**config.mk**
```make
export PLATFORM = sky130hd
export DESIGN_NAME = pld_top
export DESIGN_NICKNAME = d
export VERILOG_FILES = /design/src/hw/pld_pkg.sv /design/src/hw/pld_lock_detect.sv /design/src/hw/pld_top.sv
export SDC_FILE = /design/constraint.sdc
export NUM_CORES = 1
export LEC_CHECK = 0
export BUFFER_PORTS_ARGS = -buffer_cell sky130_fd_sc_hd__buf_2
export CORE_MARGIN = 10
export CORE_UTILIZATION = 33
export CTS_BUF_LIST = sky130_fd_sc_hd__clkbuf_16
export DETAILED_ROUTE_END_ITERATION = 16
export GPL_TIMING_DRIVEN = 1
export PLACE_DENSITY = 0.52
export SYNTH_ARGS = -nofsm -noshare
export SYNTH_HDL_FRONTEND = slang
export SYNTH_SLANG_ARGS = --single-unit
export TNS_END_PERCENT = 20
```
**constraint.sdc**
```tcl
create_clock -name SYS_CLK -period 3.8 [get_ports SYS_CLK]
set_input_delay 0.76 -clock SYS_CLK [delete_from_list [all_inputs] [get_ports SYS_CLK]]
set_output_delay 0.76 -clock SYS_CLK [all_outputs]
set_load 0.02 [all_outputs]
```
**src/hw/pld_pkg.sv**
```systemverilog
// Package of constants for the loop configuration and lock detect block.
//------------------------------------------------------------------------
// Summary of operation
// - Filter resistor R3 codes 0..4 give 200R to 16k; 5..7 reserved.
// - First-loop feedback path delay is code times 205 ps.
// - First-loop reference path delay is code times 205 ps.
// - First-loop lock window codes 0..3 give 5.5, 10, 18.6, 40 ns.
// - First-loop lock counter counts comparisons with error below window.
// - DAC update divides first-loop comparisons by 1..1023; 0 reserved.
// - First-loop lock asserts after count good comparisons; 0 reserved.
// - Second-loop lock counter counts comparisons with error below window.
// - Doubler bit set doubles second-loop reference; clear passes it.
// - Pump codes give 100, 400, 1600, 3200 uA; none when tri-stated.
// - Second-loop lock asserts after count good comparisons; 0 reserved.
// - Pump pin tri-stated when tri-state bit is one, else active.
//------------------------------------------------------------------------
package pld_pkg;
    // Register byte offsets on the bus.
    localparam logic [7:0] PLD_FILT_DLY_OFS = 8'h00;
    localparam logic [7:0] PLD_DAC_LK1_OFS = 8'h04;
    localparam logic [7:0] PLD_LK2_PUMP_OFS = 8'h08;
    localparam logic [7:0] PLD_IRQ_STAT_OFS = 8'h0c;
    localparam logic [7:0] PLD_IRQ_MASK_OFS = 8'h10;
    localparam logic [7:0] PLD_LOCK_STAT_OFS = 8'h14;
    // Field positions.
    localparam int PLD_R3_LSB = 16;
    localparam int PLD_FBDLY_LSB = 12;
    localparam int PLD_REFDLY_LSB = 8;
    localparam int PLD_WIN1_LSB = 6;
    localparam int PLD_DACDIV_LSB = 22;
    localparam int PLD_CNT_LSB = 6;
    localparam int PLD_WIN2_LSB = 30;
    localparam int PLD_DBL_BIT = 29;
    localparam int PLD_POL_BIT = 28;
    localparam int PLD_GAIN_LSB = 26;
    localparam int PLD_TRI_BIT = 5;
    // Writable bits of each configuration register.
    localparam logic [31:0] PLD_FILT_DLY_MASK = 32'h000777c0;
    localparam logic [31:0] PLD_DAC_LK1_MASK = 32'hffcfffc0;
    localparam logic [31:0] PLD_LK2_PUMP_MASK = 32'hfc0fffe0;
    // Values after reset.
    localparam logic [31:0] PLD_FILT_DLY_RST = 32'h00000000;
    localparam logic [31:0] PLD_DAC_LK1_RST = 32'h00400040;
    localparam logic [31:0] PLD_LK2_PUMP_RST = 32'h80000060;
    // Delay step and window sizes in picoseconds.
    localparam int PLD_DLY_STEP_PS = 205;
    localparam logic [15:0] PLD_WIN_5P5_PS = 16'd5500;
    localparam logic [15:0] PLD_WIN_10_PS = 16'd10000;
    localparam logic [15:0] PLD_WIN_18P6_PS = 16'd18600;
    localparam logic [15:0] PLD_WIN_40_PS = 16'd40000;
    localparam logic [15:0] PLD_WIN_3P7_PS = 16'd3700;
    localparam logic [1:0] PLD_WIN2_CODE = 2'h2;
    // Pump currents in microamperes.
    localparam logic [11:0] PLD_PUMP_100_UA = 12'd100;
    localparam logic [11:0] PLD_PUMP_400_UA = 12'd400;
    localparam logic [11:0] PLD_PUMP_1600_UA = 12'd1600;
    localparam logic [11:0] PLD_PUMP_3200_UA = 12'd3200;
    // Highest valid filter resistor code.
    localparam logic [2:0] PLD_R3_MAX_CODE = 3'h4;
    // Interrupt status bits.
    localparam int PLD_IRQ_W = 4;
    localparam int PLD_EV_LOCK1 = 0;
    localparam int PLD_EV_UNLOCK1 = 1;
    localparam int PLD_EV_LOCK2 = 2;
    localparam int PLD_EV_UNLOCK2 = 3;
endpackage

```
**src/hw/pld_lock_detect.sv**
```systemverilog
// Digital lock detector for one loop: window compare and lock counter.
`timescale 1ns/1ps
module pld_lock_detect
    import pld_pkg::*;
(
    input wire logic clk, // System clock.
    input wire logic arst_n, // Asynchronous reset, active low.
    input wire logic cmp_stb, // One pulse per phase comparison.
    input wire logic [15:0] phase_err_ps, // Magnitude of phase error.
    input wire logic [15:0] window_ps, // Selected window, zero if reserved.
    input wire logic [13:0] lock_cnt, // Comparisons needed for lock.
    output logic locked_r, // Digital lock indication.
    output logic [13:0] count_r // Current lock counter value.
);

    logic in_window;

    // A comparison is good only when the error is strictly below the window.
    assign in_window = phase_err_ps < window_ps;

    // Counter saturates at its top so a long lock never wraps.
    always_ff @(posedge clk or negedge arst_n) begin
        if (!arst_n) begin
            count_r <= 14'h0000;
        end else if (cmp_stb) begin
            if (!in_window) begin
                count_r <= 14'h0000;
            end else if (count_r != 14'h3fff) begin
                count_r <= count_r + 14'h0001;
            end
        end
    end

    // Lock rises on the comparison that reaches the count; code 0 never locks.
    always_ff @(posedge clk or negedge arst_n) begin
        if (!arst_n) begin
            locked_r <= 1'b0;
        end else if (cmp_stb) begin
            if (!in_window || lock_cnt == 14'h0000) begin
                locked_r <= 1'b0;
            end else if (count_r + 14'h0001 >= lock_cnt ||
                         count_r == 14'h3fff) begin
                locked_r <= 1'b1;
            end
        end
    end

endmodule

```
**src/hw/pld_top.sv**
```systemverilog
// Register bank, lock detectors and loop controls with a Wishbone slave.
`timescale 1ns/1ps
module pld_top
    import pld_pkg::*;
(
    input wire logic SYS_CLK, // 100 MHz system clock.
    input wire logic ARST_N, // Asynchronous reset, active low.
    input wire logic WB_CYC_I, // Wishbone cycle.
    input wire logic WB_STB_I, // Wishbone strobe.
    input wire logic WB_WE_I, // Wishbone write enable.
    input wire logic [7:0] WB_ADR_I, // Wishbone byte address.
    input wire logic [3:0] WB_SEL_I, // Wishbone byte selects.
    input wire logic [31:0] WB_DAT_I, // Wishbone write data.
    output logic [31:0] WB_DAT_O, // Wishbone read data.
    output logic WB_ACK_O, // Wishbone acknowledge.
    input wire logic LOOP1_CMP_STB, // First-loop comparison pulse.
    input wire logic [15:0] LOOP1_PHASE_ERR_PS, // First-loop error.
    input wire logic LOOP2_CMP_STB, // Second-loop comparison pulse.
    input wire logic [15:0] LOOP2_PHASE_ERR_PS, // Second-loop error.
    input wire logic LOOP2_REF_STB, // Second-loop reference edge pulse.
    output logic LOOP2_PD_REF_STB, // Reference edges seen by detector.
    output logic LOOP1_LOCKED, // First-loop digital lock.
    output logic LOOP2_LOCKED, // Second-loop digital lock.
    output logic DAC_UPDATE_STB, // Tuning DAC update enable pulse.
    output logic [4:0] FILTER_R3_SEL, // One-hot R3 select, 0 if reserved.
    output logic [10:0] LOOP1_FB_DELAY_PS, // Feedback path delay.
    output logic [10:0] LOOP1_REF_DELAY_PS, // Reference path delay.
    output logic LOOP2_REF_DOUBLE, // Reference doubler engaged.
    output logic LOOP2_PUMP_POS, // Pump polarity, 1 is positive.
    output logic [11:0] LOOP2_PUMP_UA, // Pump current, 0 when off.
    output logic LOOP2_PUMP_OE, // Pump pin drive enable.
    output logic IRQ // Level interrupt.
);

    //--------------------------------------------------------------------
    // Declarations
    //--------------------------------------------------------------------
    logic [31:0] filt_dly_r;
    logic [31:0] dac_lk1_r;
    logic [31:0] lk2_pump_r;
    logic [PLD_IRQ_W-1:0] irq_stat_r;
    logic [PLD_IRQ_W-1:0] irq_mask_r;
    logic [PLD_IRQ_W-1:0] irq_event;
    logic [31:0] wmask;
    logic [31:0] rd_nxt;
    logic bus_req;
    logic bus_wr;
    logic [15:0] win1_ps;
    logic [15:0] win2_ps;
    logic lock1;
    logic lock2;
    logic lock1_q_r;
    logic lock2_q_r;
    logic [13:0] cnt1;
    logic [13:0] cnt2;
    logic [9:0] dac_div_cnt_r;
    logic [9:0] dac_div;
    logic [2:0] r3_code;
    logic [2:0] fb_code;
    logic [2:0] ref_code;
    logic dbl_phase_r;

    //--------------------------------------------------------------------
    // Wishbone slave
    //--------------------------------------------------------------------

    // A request is taken once; ack drops in the cycle after it was given.
    assign bus_req = WB_CYC_I && WB_STB_I && !WB_ACK_O;
    assign bus_wr = bus_req && WB_WE_I;

    // Byte selects widen into a bit mask for the write merge.
    always_comb begin
        for (int i = 0; i < 4; i++) begin
            wmask[i*8 +: 8] = {8{WB_SEL_I[i]}};
        end
    end

    // Acknowledge every access, mapped or not, one cycle after the request.
    always_ff @(posedge SYS_CLK or negedge ARST_N) begin
        if (!ARST_N) begin
            WB_ACK_O <= 1'b0;
        end else begin
            WB_ACK_O <= bus_req;
        end
    end

    // Read multiplexer; unmapped addresses and unused bits read as zero.
    always_comb begin
        case (WB_ADR_I)
            PLD_FILT_DLY_OFS: rd_nxt = filt_dly_r;
            PLD_DAC_LK1_OFS: rd_nxt = dac_lk1_r;
            PLD_LK2_PUMP_OFS: rd_nxt = lk2_pump_r;
            PLD_IRQ_STAT_OFS: rd_nxt = {28'h0000000, irq_stat_r};
            PLD_IRQ_MASK_OFS: rd_nxt = {28'h0000000, irq_mask_r};
            PLD_LOCK_STAT_OFS: rd_nxt = {cnt2, 2'h0, cnt1,
                                         lock2_q_r, lock1_q_r};
            default: rd_nxt = 32'h00000000;
        endcase
    end

    // Read data is registered with the acknowledge.
    always_ff @(posedge SYS_CLK or negedge ARST_N) begin
        if (!ARST_N) begin
            WB_DAT_O <= 32'h00000000;
        end else if (bus_req && !WB_WE_I) begin
            WB_DAT_O <= rd_nxt;
        end
    end

    //--------------------------------------------------------------------
    // Configuration registers
    //--------------------------------------------------------------------

    // Filter and delay register.
    always_ff @(posedge SYS_CLK or negedge ARST_N) begin
        if (!ARST_N) begin
            filt_dly_r <= PLD_FILT_DLY_RST;
        end else if (bus_wr && WB_ADR_I == PLD_FILT_DLY_OFS) begin
            filt_dly_r <= ((filt_dly_r & ~wmask) | (WB_DAT_I & wmask))
                          & PLD_FILT_DLY_MASK;
        end
    end

    // DAC divider and first-loop lock count register.
    always_ff @(posedge SYS_CLK or negedge ARST_N) begin
        if (!ARST_N) begin
            dac_lk1_r <= PLD_DAC_LK1_RST;
        end else if (bus_wr && WB_ADR_I == PLD_DAC_LK1_OFS) begin
            dac_lk1_r <= ((dac_lk1_r & ~wmask) | (WB_DAT_I & wmask))
                         & PLD_DAC_LK1_MASK;
        end
    end

    // Second-loop lock and pump register; the window code is stored as
    // written, software keeps it at the one legal code.
    always_ff @(posedge SYS_CLK or negedge ARST_N) begin
        if (!ARST_N) begin
            lk2_pump_r <= PLD_LK2_PUMP_RST;
        end else if (bus_wr && WB_ADR_I == PLD_LK2_PUMP_OFS) begin
            lk2_pump_r <= ((lk2_pump_r & ~wmask) | (WB_DAT_I & wmask))
                          & PLD_LK2_PUMP_MASK;
        end
    end

    //--------------------------------------------------------------------
    // Field decode
    //--------------------------------------------------------------------
    assign r3_code = filt_dly_r[PLD_R3_LSB +: 3];
    assign fb_code = filt_dly_r[PLD_FBDLY_LSB +: 3];
    assign ref_code = filt_dly_r[PLD_REFDLY_LSB +: 3];
    assign dac_div = dac_lk1_r[PLD_DACDIV_LSB +: 10];

    // First-loop window from its two-bit code.
    always_comb begin
        case (filt_dly_r[PLD_WIN1_LSB +: 2])
            2'h0: win1_ps = PLD_WIN_5P5_PS;
            2'h1: win1_ps = PLD_WIN_10_PS;
            2'h2: win1_ps = PLD_WIN_18P6_PS;
            default: win1_ps = PLD_WIN_40_PS;
        endcase
    end

    // Second-loop window; reserved codes give an empty window, so no lock.
    always_comb begin
        case (lk2_pump_r[PLD_WIN2_LSB +: 2])
            PLD_WIN2_CODE: win2_ps = PLD_WIN_3P7_PS;
            default: win2_ps = 16'h0000;
        endcase
    end

    //--------------------------------------------------------------------
    // Lock detectors
    //--------------------------------------------------------------------
    pld_lock_detect u_lock1 (
        .clk(SYS_CLK),
        .arst_n(ARST_N),
        .cmp_stb(LOOP1_CMP_STB),
        .phase_err_ps(LOOP1_PHASE_ERR_PS),
        .window_ps(win1_ps),
        .lock_cnt(dac_lk1_r[PLD_CNT_LSB +: 14]),
        .locked_r(lock1),
        .count_r(cnt1)
    );

    pld_lock_detect u_lock2 (
        .clk(SYS_CLK),
        .arst_n(ARST_N),
        .cmp_stb(LOOP2_CMP_STB),
        .phase_err_ps(LOOP2_PHASE_ERR_PS),
        .window_ps(win2_ps),
        .lock_cnt(lk2_pump_r[PLD_CNT_LSB +: 14]),
        .locked_r(lock2),
        .count_r(cnt2)
    );

    // Delayed lock copies drive the pins and feed the edge events.
    always_ff @(posedge SYS_CLK or negedge ARST_N) begin
        if (!ARST_N) begin
            lock1_q_r <= 1'b0;
            lock2_q_r <= 1'b0;
        end else begin
            lock1_q_r <= lock1;
            lock2_q_r <= lock2;
        end
    end

    assign LOOP1_LOCKED = lock1_q_r;
    assign LOOP2_LOCKED = lock2_q_r;

    //--------------------------------------------------------------------
    // Interrupts
    //--------------------------------------------------------------------
    assign irq_event[PLD_EV_LOCK1] = lock1 && !lock1_q_r;
    assign irq_event[PLD_EV_UNLOCK1] = !lock1 && lock1_q_r;
    assign irq_event[PLD_EV_LOCK2] = lock2 && !lock2_q_r;
    assign irq_event[PLD_EV_UNLOCK2] = !lock2 && lock2_q_r;

    // Sticky status, cleared by writing one; a new event beats the clear.
    always_ff @(posedge SYS_CLK or negedge ARST_N) begin
        if (!ARST_N) begin
            irq_stat_r <= '0;
        end else if (bus_wr && WB_ADR_I == PLD_IRQ_STAT_OFS &&
                     WB_SEL_I[0]) begin
            irq_stat_r <= (irq_stat_r & ~WB_DAT_I[PLD_IRQ_W-1:0]) | irq_event;
        end else begin
            irq_stat_r <= irq_stat_r | irq_event;
        end
    end

    // Mask register, one enables the matching status bit.
    always_ff @(posedge SYS_CLK or negedge ARST_N) begin
        if (!ARST_N) begin
            irq_mask_r <= '0;
        end else if (bus_wr && WB_ADR_I == PLD_IRQ_MASK_OFS &&
                     WB_SEL_I[0]) begin
            irq_mask_r <= WB_DAT_I[PLD_IRQ_W-1:0];
        end
    end

    // Interrupt output follows the masked status one cycle later.
    always_ff @(posedge SYS_CLK or negedge ARST_N) begin
        if (!ARST_N) begin
            IRQ <= 1'b0;
        end else begin
            IRQ <= |(irq_stat_r & irq_mask_r);
        end
    end

    //--------------------------------------------------------------------
    // DAC update divider
    //--------------------------------------------------------------------

    // Counts first-loop comparisons; divisor 0 stops the update pulses.
    always_ff @(posedge SYS_CLK or negedge ARST_N) begin
        if (!ARST_N) begin
            dac_div_cnt_r <= 10'h000;
            DAC_UPDATE_STB <= 1'b0;
        end else begin
            DAC_UPDATE_STB <= 1'b0;
            if (dac_div == 10'h000) begin
                dac_div_cnt_r <= 10'h000;
            end else if (LOOP1_CMP_STB) begin
                if (dac_div_cnt_r + 10'h001 >= dac_div) begin
                    dac_div_cnt_r <= 10'h000;
                    DAC_UPDATE_STB <= 1'b1;
                end else begin
                    dac_div_cnt_r <= dac_div_cnt_r + 10'h001;
                end
            end
        end
    end

    //--------------------------------------------------------------------
    // Reference doubler
    //--------------------------------------------------------------------

    // Each reference pulse is passed, and when doubling a second pulse
    // follows one cycle later, so the detector sees twice the edges.
    always_ff @(posedge SYS_CLK or negedge ARST_N) begin
        if (!ARST_N) begin
            dbl_phase_r <= 1'b0;
            LOOP2_PD_REF_STB <= 1'b0;
        end else begin
            dbl_phase_r <= LOOP2_REF_STB && lk2_pump_r[PLD_DBL_BIT];
            LOOP2_PD_REF_STB <= LOOP2_REF_STB || dbl_phase_r;
        end
    end

    //--------------------------------------------------------------------
    // Analog control outputs
    //--------------------------------------------------------------------

    // Filter resistor select, delays, doubler and polarity.
    always_ff @(posedge SYS_CLK or negedge ARST_N) begin
        if (!ARST_N) begin
            FILTER_R3_SEL <= 5'h00;
            LOOP1_FB_DELAY_PS <= 11'h000;
            LOOP1_REF_DELAY_PS <= 11'h000;
            LOOP2_REF_DOUBLE <= 1'b0;
            LOOP2_PUMP_POS <= 1'b0;
        end else begin
            if (r3_code <= PLD_R3_MAX_CODE) begin
                FILTER_R3_SEL <= 5'(5'h01 << r3_code);
            end else begin
                FILTER_R3_SEL <= 5'h00;
            end
            LOOP1_FB_DELAY_PS <= 11'(fb_code * PLD_DLY_STEP_PS);
            LOOP1_REF_DELAY_PS <= 11'(ref_code * PLD_DLY_STEP_PS);
            LOOP2_REF_DOUBLE <= lk2_pump_r[PLD_DBL_BIT];
            LOOP2_PUMP_POS <= lk2_pump_r[PLD_POL_BIT];
        end
    end

    // Pump current and pin enable; tri-state overrides the current code.
    always_ff @(posedge SYS_CLK or negedge ARST_N) begin
        if (!ARST_N) begin
            LOOP2_PUMP_UA <= 12'h000;
            LOOP2_PUMP_OE <= 1'b0;
        end else if (lk2_pump_r[PLD_TRI_BIT]) begin
            LOOP2_PUMP_UA <= 12'h000;
            LOOP2_PUMP_OE <= 1'b0;
        end else begin
            LOOP2_PUMP_OE <= 1'b1;
            case (lk2_pump_r[PLD_GAIN_LSB +: 2])
                2'h0: LOOP2_PUMP_UA <= PLD_PUMP_100_UA;
                2'h1: LOOP2_PUMP_UA <= PLD_PUMP_400_UA;
                2'h2: LOOP2_PUMP_UA <= PLD_PUMP_1600_UA;
                default: LOOP2_PUMP_UA <= PLD_PUMP_3200_UA;
            endcase
        end
    end

endmodule

```
-- After elaboration in Yosys (flattened, before gate mapping)
Cells that the tools add are included.
- output and inout port bits: 80
- logic and storage cells: 131
- register bits after elaboration: 185
- input bits: 84
- magnitude comparators: 6
- reduce and logical (&&, ||, !) cells: 43
- $mul: 2
- shifts and indexed selects: 1
- muxes and demuxes: 22
- bitwise operators: 13
- add/sub/neg operators: 3
- equal/unequal tests: 16
- operators with widths (operator ; count):
    32-bit case mux with 6 select lines ; 1
    32-bit bitwise AND ; 3
    32-bit OR ; 2
    14-bit 2-to-1 mux ; 4
    16-bit case mux with 3 select lines ; 1
    12-bit case mux with 3 select lines ; 1
    32-bit NOT ; 1
    10-bit 2-to-1 mux ; 3
    14-bit by 1-bit adder with 14-bit output (second input constant) ; 2
    14-bit equality test (second input constant) ; 2
    14-bit greater-or-equal comparator ; 2
    14-bit zero test ; 2
    14-bit inequality test (second input constant) ; 2
    12-bit 2-to-1 mux ; 2
    3-bit by 8-bit multiplier with 11-bit output (second input constant) ; 2
    19-bit bitwise AND ; 1
    19-bit OR ; 1
    8-bit by 4-bit equality test with 1-bit output (second input constant) ; 2
    8-bit by 5-bit equality test with 1-bit output (second input constant) ; 2
    1-bit logical AND ; 16
    16-bit by 12-bit less-than comparator with 1-bit output ; 1
    16-bit less-than comparator ; 1
    10-bit by 1-bit adder with 10-bit output (second input constant) ; 1
    10-bit greater-or-equal comparator ; 1
    other kinds (20) ; 50

-- Depth between registers and ports, before layout
Gate-level depths: netlist of the first run.
- word-level depth: 7
- mapped depth: 12
- gate-level depth less buffers: 12

-- Cells and area by module
From an unflattened synthesis of the first run, not the netlist that was laid out.
- cell total of the unflattened synthesis: 1009
- area, all modules: 10506.3 µm²
- by module, submodules not included (module ; cells an instance ; area each (µm²) ; times used):
    pld_top ; 594 ; 7068.0 ; 1
    pld_lock_detect at u_lock2 ; 205 ; 1720.4 ; 1
    pld_lock_detect at u_lock1 ; 210 ; 1717.9 ; 1

-- Worst setup path before layout of the first run
OpenSTA, ideal clock, no wires.
- path type: register -> register
- start point: register dac_div_cnt_r[0]
- end point: register dac_div_cnt_r[5]
- library setup time: 66 ps
- arrival: 2540 ps
- setup slack: 1194 ps
- path buffers: 0
- cell stages (with the launch flop): 13
- cells stage by stage: dfrtp_1 ha_1 nand3_1 nor2_1 nand3_1 xnor2_1 ha_1 o21ai_0 nor2_1 or3_1 a21oi_1 o21ai_0 nand2_1
- word-level cells in the longest chain between the ends: 5
- ends and longest elaborated chain (what ; RTL line ; source):
    start, declared ; pld_top.sv:56 ; logic [9:0] dac_div_cnt_r;
    start signal, assigned ; pld_top.sv:267 ; dac_div_cnt_r <= dac_div_cnt_r + 10'h001;
    10-bit by 1-bit adder with 10-bit output (*) ; pld_top.sv:263, pld_top.sv:267 ;
    10-bit greater-or-equal comparator ; pld_top.sv:263 ; if (dac_div_cnt_r + 10'h001 >= dac_div) begin
    10-bit 2-to-1 mux (*) ; pld_top.sv:263 ;
    10-bit 2-to-1 mux (*) ; pld_top.sv:262 ; end else if (LOOP1_CMP_STB) begin
    10-bit 2-to-1 mux (*) ; pld_top.sv:260 ; if (dac_div == 10'h000) begin
Mark *: on every way between the ends. The rest lies on a longest branch, timed or not. The select of a mux whose other input is x is not followed.
A chain may end at the register's enable or synchronous reset.

==> results of run 1 <==
-- cells in the final DEF, fill, tap and decap left out, types with 6 or more instances in the layout --
cell	Yosys	final
nor3_1	10	10
a222oi_1	10	10
buf_4	9	12
nor4_1	10	10
o22ai_1	6	6
nor2_4	6	6
dfrtp_1	175	175
and2_1	8	8
nand3_1	24	24
xor2_1	13	13
a21o_1	19	19
nand2b_1	6	6
o21ai_0	47	47
mux2_2	62	62
ha_1	82	82
inv_1	56	56
nand2_1	80	80
nor2_1	41	41
xnor2_1	22	22
a221oi_1	10	10
clkbuf_16	0	17
a22oi_1	7	7
clkinvlp_4	0	7
nor2b_1	12	12
a21oi_1	28	28
o21ai_1	23	23
and3_1	18	18
a22o_1	37	37
buf_2	5	152
nand4_1	12	12
-- cells by family after synthesis --
logic type / Yosys count / synth area share [%]
muxes: 64 / 7.38
xor gates and xnor gates: 35 / 3.15
buffers and inverters: 90 / 3.88
DFF: 180 / 46.3
and+or+nand+nor: 253 / 13.4
other: 1 / 0.0385
AOI/OAI and AO/OA: 213 / 14.8
adders and majority gates: 84 / 10.9
-- per-stage QoR --
step	setup slack, ns	utilization, %	instance area [µm²]	total power, mW	hold WS (ns)
2_1_floorplan	1.19	-	9740	2.08	0.354
3_3_place_gp	0.672	37.8	10900	2.21	0.385
3_5_place_dp	0.697	37.8	10900	2.21	0.384
4_1_cts	0.674	39.9	11500	4.02	0.313
5_1_grt	0.382	39.9	11500	4.12	0.320
6_report	0.698	39.9	11500	3.97	0.291
-- worst max-delay path, cell delays in order, from the launching register on --
cell and delay [ns]:
dfrtp_1 0.48, inv_1 0.16, ha_1 0.34, ha_1 0.21
or2_2 0.27, a221o_1 0.28, a2111oi_0 0.34, o21ai_0 0.29
inv_1 0.44, mux2_2 0.24
-- path summary, 6_finish.rpt --
kind | startpoint | end | slack [ns] | depth (start not counted)
max | flip-flop | u_lock1.count_r[0] | 0.70 | 9
min | ARST_N | LOOP1_REF_DELAY_PS[3] | 0.29 | 1
max reg2reg | flip-flop | u_lock1.count_r[0] | 0.70 | 9
min reg2reg | u_lock1.locked_r | LOOP1_LOCKED | 0.39 | 0
max in group asynchronous | ARST_N | async pin | 2.62 | 2
min in group SYS_CLK | u_lock1.locked_r | LOOP1_LOCKED | 0.39 | 0
-- power groups by stage --
stage | Sequential [mW] | Combinational [mW] | Clock, mW
finish | 1.95 | 0.223 | 1.79
global route | 1.95 | 0.254 | 1.92
CTS | 1.95 | 0.227 | 1.84
detailed placement | 1.99 | 0.226 | 0
global placement | 1.99 | 0.224 | 0
floorplan | 1.99 | 0.0901 | 0
-- final cells by class --
class	count	area [µm²]	share of cell area, %
clock inverter	15	168	1.45
antenna	1	2.50	0.0217
inverter	56	210	1.82
sequential	180	4510	39.1
tap	384	480	4.16
timing repair buffer	166	885	7.67
multi-input combinational	652	4850	42.1
clock buffer	17	425	3.69
-- metal layers --
metal | part of all wire (%) | vias to the layer above | wire [µm]
li1 | - | 3609 | -
met1 | 46 | 3651 | 12700
met2 | 47 | 177 | 13100
met3 | 5.8 | 25 | 1620
met4 | 1.1 | 4 | 308
met5 | 0.12 | - | 32
==> out/qor.csv, run 1 <==
stage,metric,value,unit
yosys,yosys-top-cells-area,"dfrtp_1 (45%), ha_1 (11%), mux2_2 (7.2%)",
cts,hold_buffers,0,
timing,hold_viol,0,
detailed_routing,remaining_drc_errors,0,
detailed_routing,wl_per_cell,18.9,µm
worst_setup_path,worstPathArrival,3.47,ns
global_route,grt_pass1_wl,43.8,mm
yosys,yosysMostFrequentCell,dfrtp_1,
yosys,ys_seq_area_share,46.3,%
detailed_routing,wirelength,27.7,mm
detailed_routing,dr.first_iter.drc_count,386,
timing,setup_tns,0,ns
placement,port_buffers,153,
placement,placed_cells,1438,
finish,fin_nets,1241,
yosys,yosysTopAreaCell,dfrtp_1,
cts,cts.path.max_buffers,2,
timing,setup_viol,0,
yosys,netlist_instances,920,
min_path,hold_path_class,input port to async pin,
floorplanning,pin_count,164,
timing,rsz0062_at_grt,false,
floorplanning,die_x,192,µm
global_route,grt_max_degree,65,
yosys,syn_area,9740,µm²
yosys,ys.warnings.count,0,
global_route,grt_usage,15.3,%
placement,globalplace.congestion,0.836,
global_route,use_met2,24.7,%
placement,hpwl,21.2,mm
yosys,synth_top_area_share,45.0,%
power_and_ir_drop,switching_share,24.4,%
yosys,syn_area_per_cell,10.6,µm²
power_and_ir_drop,p_comb_share,5.6,%
cts,post-cts-setup-buffer-count,0,
global_route,met3_usage,3.30,%
yosys,synth_edf_count,0,
floorplanning,core,28900,µm²
flow_run,cap_violations,0,
timing,skew,0.0132,ns
global_route,grt_use_met1,20.3,%
yosys,ys_async_sr_fraction,100,%
power_and_ir_drop,p_int,3.00,mW
worst_setup_path,critPathKind,flip-flop to flip-flop,
floorplanning,initial_utilization,33.6,%
timing,drv_slew,0,
cts,clkSinkCount,180,
timing,relSlewSlack,34.7,%
timing,worst_slew_pin_slew,0.976,ns
power_and_ir_drop,power.switching,969,µW
finish,synthToLayoutAreaGrowth,18.5,%
cts,clkTransAtPathRegs,0.07,ns
finish,drive_gt1_share,26.5,%
cts,cts_tree,built,
cts,htreeDepth,4,
global_route,gr-max-usage-layer,met2,
power_and_ir_drop,p_per_area,344,nW/µm²
global_route,grt_pass1_vias,7609,
floorplanning,die_area,36800,µm²
floorplanning,std_cell_rows,62,
finish,fillCellCount,2883,
timing,period_needed,3.10,ns
cts,clk_latency,0.44,ns
worst_setup_path,start_kind,flip-flop,
detailed_routing,ant_nets,0,
yosys,synth_flop_cell,dfrtp_1,
global_route,overflow,0,
yosys,synth_cell_types,59,
floorplanning,die_h,192,µm
power_and_ir_drop,p_leak,5.74,nW
power_and_ir_drop,pwr-share-clk,45.2,%
detailed_routing,viasPerCell,5.08,
status,status,finished clean,
finish,final_cells,1471,
worst_setup_path,path_max_fanout,12,
cts,cts_resized,0,
yosys,synth-seq-cells,180,
timing,fin_crit_sh,81.6,%
cts,cts_root_buf,clkbuf_16,
detailed_routing,firstDrtPassIters,6,
cts,cts_buffers,17,
power_and_ir_drop,vdd_drop_max,0.000313,V
power_and_ir_drop,seq_power_share,49.2,%
global_route,antenna_found_initial,2,
timing,fmax,322,MHz
yosys,synth_common_cells,"dfrtp_1 (175), ha_1 (82), nand2_1 (80)",
detailed_routing,dr_total_vias,7466,
worst_setup_path,end_kind,flip-flop,
worst_setup_path,cp.required,4.17,ns
Power figures use the tool's default switching activity.
==> run 2: changes to the inputs <==
==> constraint.sdc (replaced) <==
create_clock -name SYS_CLK -period 3.2 [get_ports SYS_CLK]
set_input_delay 0.64 -clock SYS_CLK [delete_from_list [all_inputs] [get_ports SYS_CLK]]
set_output_delay 0.64 -clock SYS_CLK [all_outputs]
set_load 0.02 [all_outputs]
==> run 2 against run 1 <==
  * Global-route usage shrank 0.090 points
  * Flip-flop and latch count is the same
  * Design area grew 0.61%
  * Final cell count grew 0.41%
  * Fmax grew 6.7%
  * Clock power grew 22%
  * First-iteration DRC count grew 37%
  * Via count shrank 0.24%
  * Sequential power grew 18%
  * Register-to-register slack lost 0.41 ns
  * Total power grew 20%
  * Routed wire length shrank 0.46%
  * Critical path type unchanged
  * Critical endpoint unchanged
  * Largest cell class unchanged
==> out/qor.csv, run 2 (same netlist as run 1, synthesis figures left out) <==
stage,metric,value,unit,change
worst_setup_path,end_kind,flip-flop,,unchanged
global_route,grt_usage,15.2,%,was 15.3%
finish,regArea,4510,µm²,unchanged
worst_setup_path,cp.required,3.58,ns,was 4.17 ns
worst_setup_path,path_max_fanout,7,,was 12
power_and_ir_drop,seq_power_share,48.5,%,was 49.2%
timing,hold_viol,0,,unchanged
floorplanning,initial_utilization,33.6,%,unchanged
timing,setup_slack,0.292,ns,was 0.698 ns
cts,cts_buffers,17,,unchanged
power_and_ir_drop,pwr-share-clk,45.7,%,was 45.2%
floorplanning,std_cell_rows,62,,unchanged
worst_setup_path,start_kind,flip-flop,,unchanged
timing,rsz0062_at_grt,false,,unchanged
global_route,overflow,0,,unchanged
power_and_ir_drop,switching_share,23.8,%,was 24.4%
timing,fmax,344,MHz,was 322 MHz
placement,hpwl,21.1,mm,was 21.2 mm
floorplanning,pin_count,164,,unchanged
flow_run,cap_violations,0,,unchanged
global_route,grt_max_degree,67,,was 65
detailed_routing,viasPerCell,5.04,,was 5.08
timing,setup_tns,0,ns,unchanged
floorplanning,die_h,192,µm,unchanged
global_route,antenna_found_initial,2,,unchanged
timing,relSlewSlack,37.1,%,was 34.7%
placement,dp_slack,0.230,ns,was 0.697 ns
power_and_ir_drop,p_per_area,411,nW/µm²,was 344 nW/µm²
detailed_routing,dr_total_vias,7448,,"was 7,466"
detailed_routing,wirelength,27.6,mm,was 27.7 mm
power_and_ir_drop,p_int,3.63,mW,was 3.00 mW
cts,htreeDepth,4,,unchanged
worst_setup_path,critPathKind,flip-flop to flip-flop,,unchanged
cts,cts_tree,built,,unchanged
timing,setup_viol,0,,unchanged
timing,worst_slew_pin_slew,0.939,ns,was 0.976 ns
worst_setup_path,worstPathArrival,3.29,ns,was 3.47 ns
timing,drv_slew,0,,unchanged
power_and_ir_drop,p_comb_share,5.9,%,was 5.6%
cts,clk_latency,0.44,ns,about the same
cts,clkSinkCount,180,,unchanged
finish,drive_gt1_share,26.7,%,was 26.5%
floorplanning,die_area,36800,µm²,unchanged
finish,fin_nets,1247,,"was 1,241"
detailed_routing,remaining_drc_errors,0,,unchanged
floorplanning,die_x,192,µm,unchanged
placement,globalplace.congestion,0.854,,was 0.836
finish,final_common_cell,dfrtp_1,,unchanged
floorplanning,core,28900,µm²,unchanged
power_and_ir_drop,vdd_drop_max,0.000373,V,was 0.000313 V
min_path,hold_path_class,input port to async pin,,unchanged
cts,cts_root_buf,clkbuf_16,,unchanged
finish,layout_common_cells,"dfrtp_1 (175), buf_2 (152), ha_1 (82), nand2_1 (80), mux2_2 (62)",,unchanged
timing,fin_crit_sh,90.9,%,was 81.6%
global_route,grt_pass1_wl,43.5,mm,was 43.8 mm
timing,skew,0.0120,ns,was 0.0132 ns
cts,clkTransAtPathRegs,0.07,ns,about the same
finish,synthToLayoutAreaGrowth,19.2,%,was 18.5%
timing,fin_hold_ws,0.188,ns,was 0.291 ns
power_and_ir_drop,power.switching,1.13,mW,was 969 µW
timing,period_needed,2.91,ns,was 3.10 ns
detailed_routing,ant_nets,0,,unchanged
detailed_routing,firstDrtPassIters,8,,was 6
detailed_routing,wl_per_cell,18.7,µm,was 18.9 µm
power_and_ir_drop,p_leak,5.80,nW,was 5.74 nW
placement,port_buffers,153,,unchanged
status,status,finished clean,,unchanged
cts,cts.path.max_buffers,2,,unchanged
detailed_routing,dr.first_iter.drc_count,527,,was 386
finish,fillCellCount,2869,,"was 2,883"
finish,multiInputGateArea,4850,µm²,unchanged
global_route,grt_pass1_vias,7429,,"was 7,609"
==> run 2: cell types whose count changed in the layout (fill, tap and decap cells not counted), moves of 2 or more <==
cell and change:
buf_4 +5, clkinvlp_4 -6, inv_6 -2, clkinv_4 +5
==> run 2: critical path, cell delays in order (launching register included) <==
cell and delay (ns):
dfrtp_1 0.49, inv_1 0.18, ha_1 0.22, o21ai_0 0.26, ha_1 0.29, and3_1 0.16
a221oi_1 0.42, o21ai_1 0.27, o21ai_1 0.23, buf_4 0.18, mux2_2 0.15
==> run 2: final timing paths <==
path,depth (start not counted),slack (ns),startpoint,endpoint
worst min register to register,0,0.41,u_lock2.locked_r,LOOP2_LOCKED
min in group SYS_CLK,2,0.41,LOOP2_REF_STB,LOOP2_PD_REF_STB
worst max-delay path,10,0.29,flip-flop,u_lock1.count_r[0]
worst min-delay path,1,0.19,ARST_N,LOOP1_REF_DELAY_PS[7]
worst max register to register,10,0.29,flip-flop,u_lock1.count_r[0]
max in group asynchronous,2,2.23,ARST_N,async pin
==> run 2: what timing repair did <==
item	in CTS	in global routing
resized for setup	0	1
endpoints found under the setup margin	0	3
setup buffers	0	0
hold buffers	0	0
==> run 2: per-layer routing <==
metal  GRT usage (%)  part of all wire, %
met3            3.34                  6.2
met1            20.7                   46
met4            3.85                  1.1
met5               0                 0.14
met2            23.9                   47
==> run 2: power by group through the flow <==
stage | clock [mW] | sequential, mW | combinational, mW
after floorplan | 0 | 2.36 | 0.107
after global placement | 0 | 2.35 | 0.281
after detailed placement | 0 | 2.35 | 0.284
after CTS | 2.25 | 2.31 | 0.285
after global routing | 2.35 | 2.31 | 0.314
final | 2.18 | 2.31 | 0.279
==> run 2: through the flow <==
stage | utilization, % | total power [mW] | cells | cell area [µm²]
after global routing | 40.1 | 4.97 | 1476 | 11600
after detailed placement | 38.0 | 2.64 | 1444 | 11000
final | 40.1 | 4.77 | 1477 | 11600
after floorplan | - | 2.47 | 922 | 9740
after CTS | 40.1 | 4.84 | 1476 | 11600
after global placement | 38.0 | 2.63 | 1444 | 11000
==> run 2: final cells by class <==
cell class	count	share of cell area, %
multi-input cells	652	41.8
clock buffers	17	3.67
flip-flops and latches	180	38.9
diodes	1	0.0216
clock inverters	15	1.55
repair buffers	172	8.12
well taps	384	4.14
inverters	56	1.81
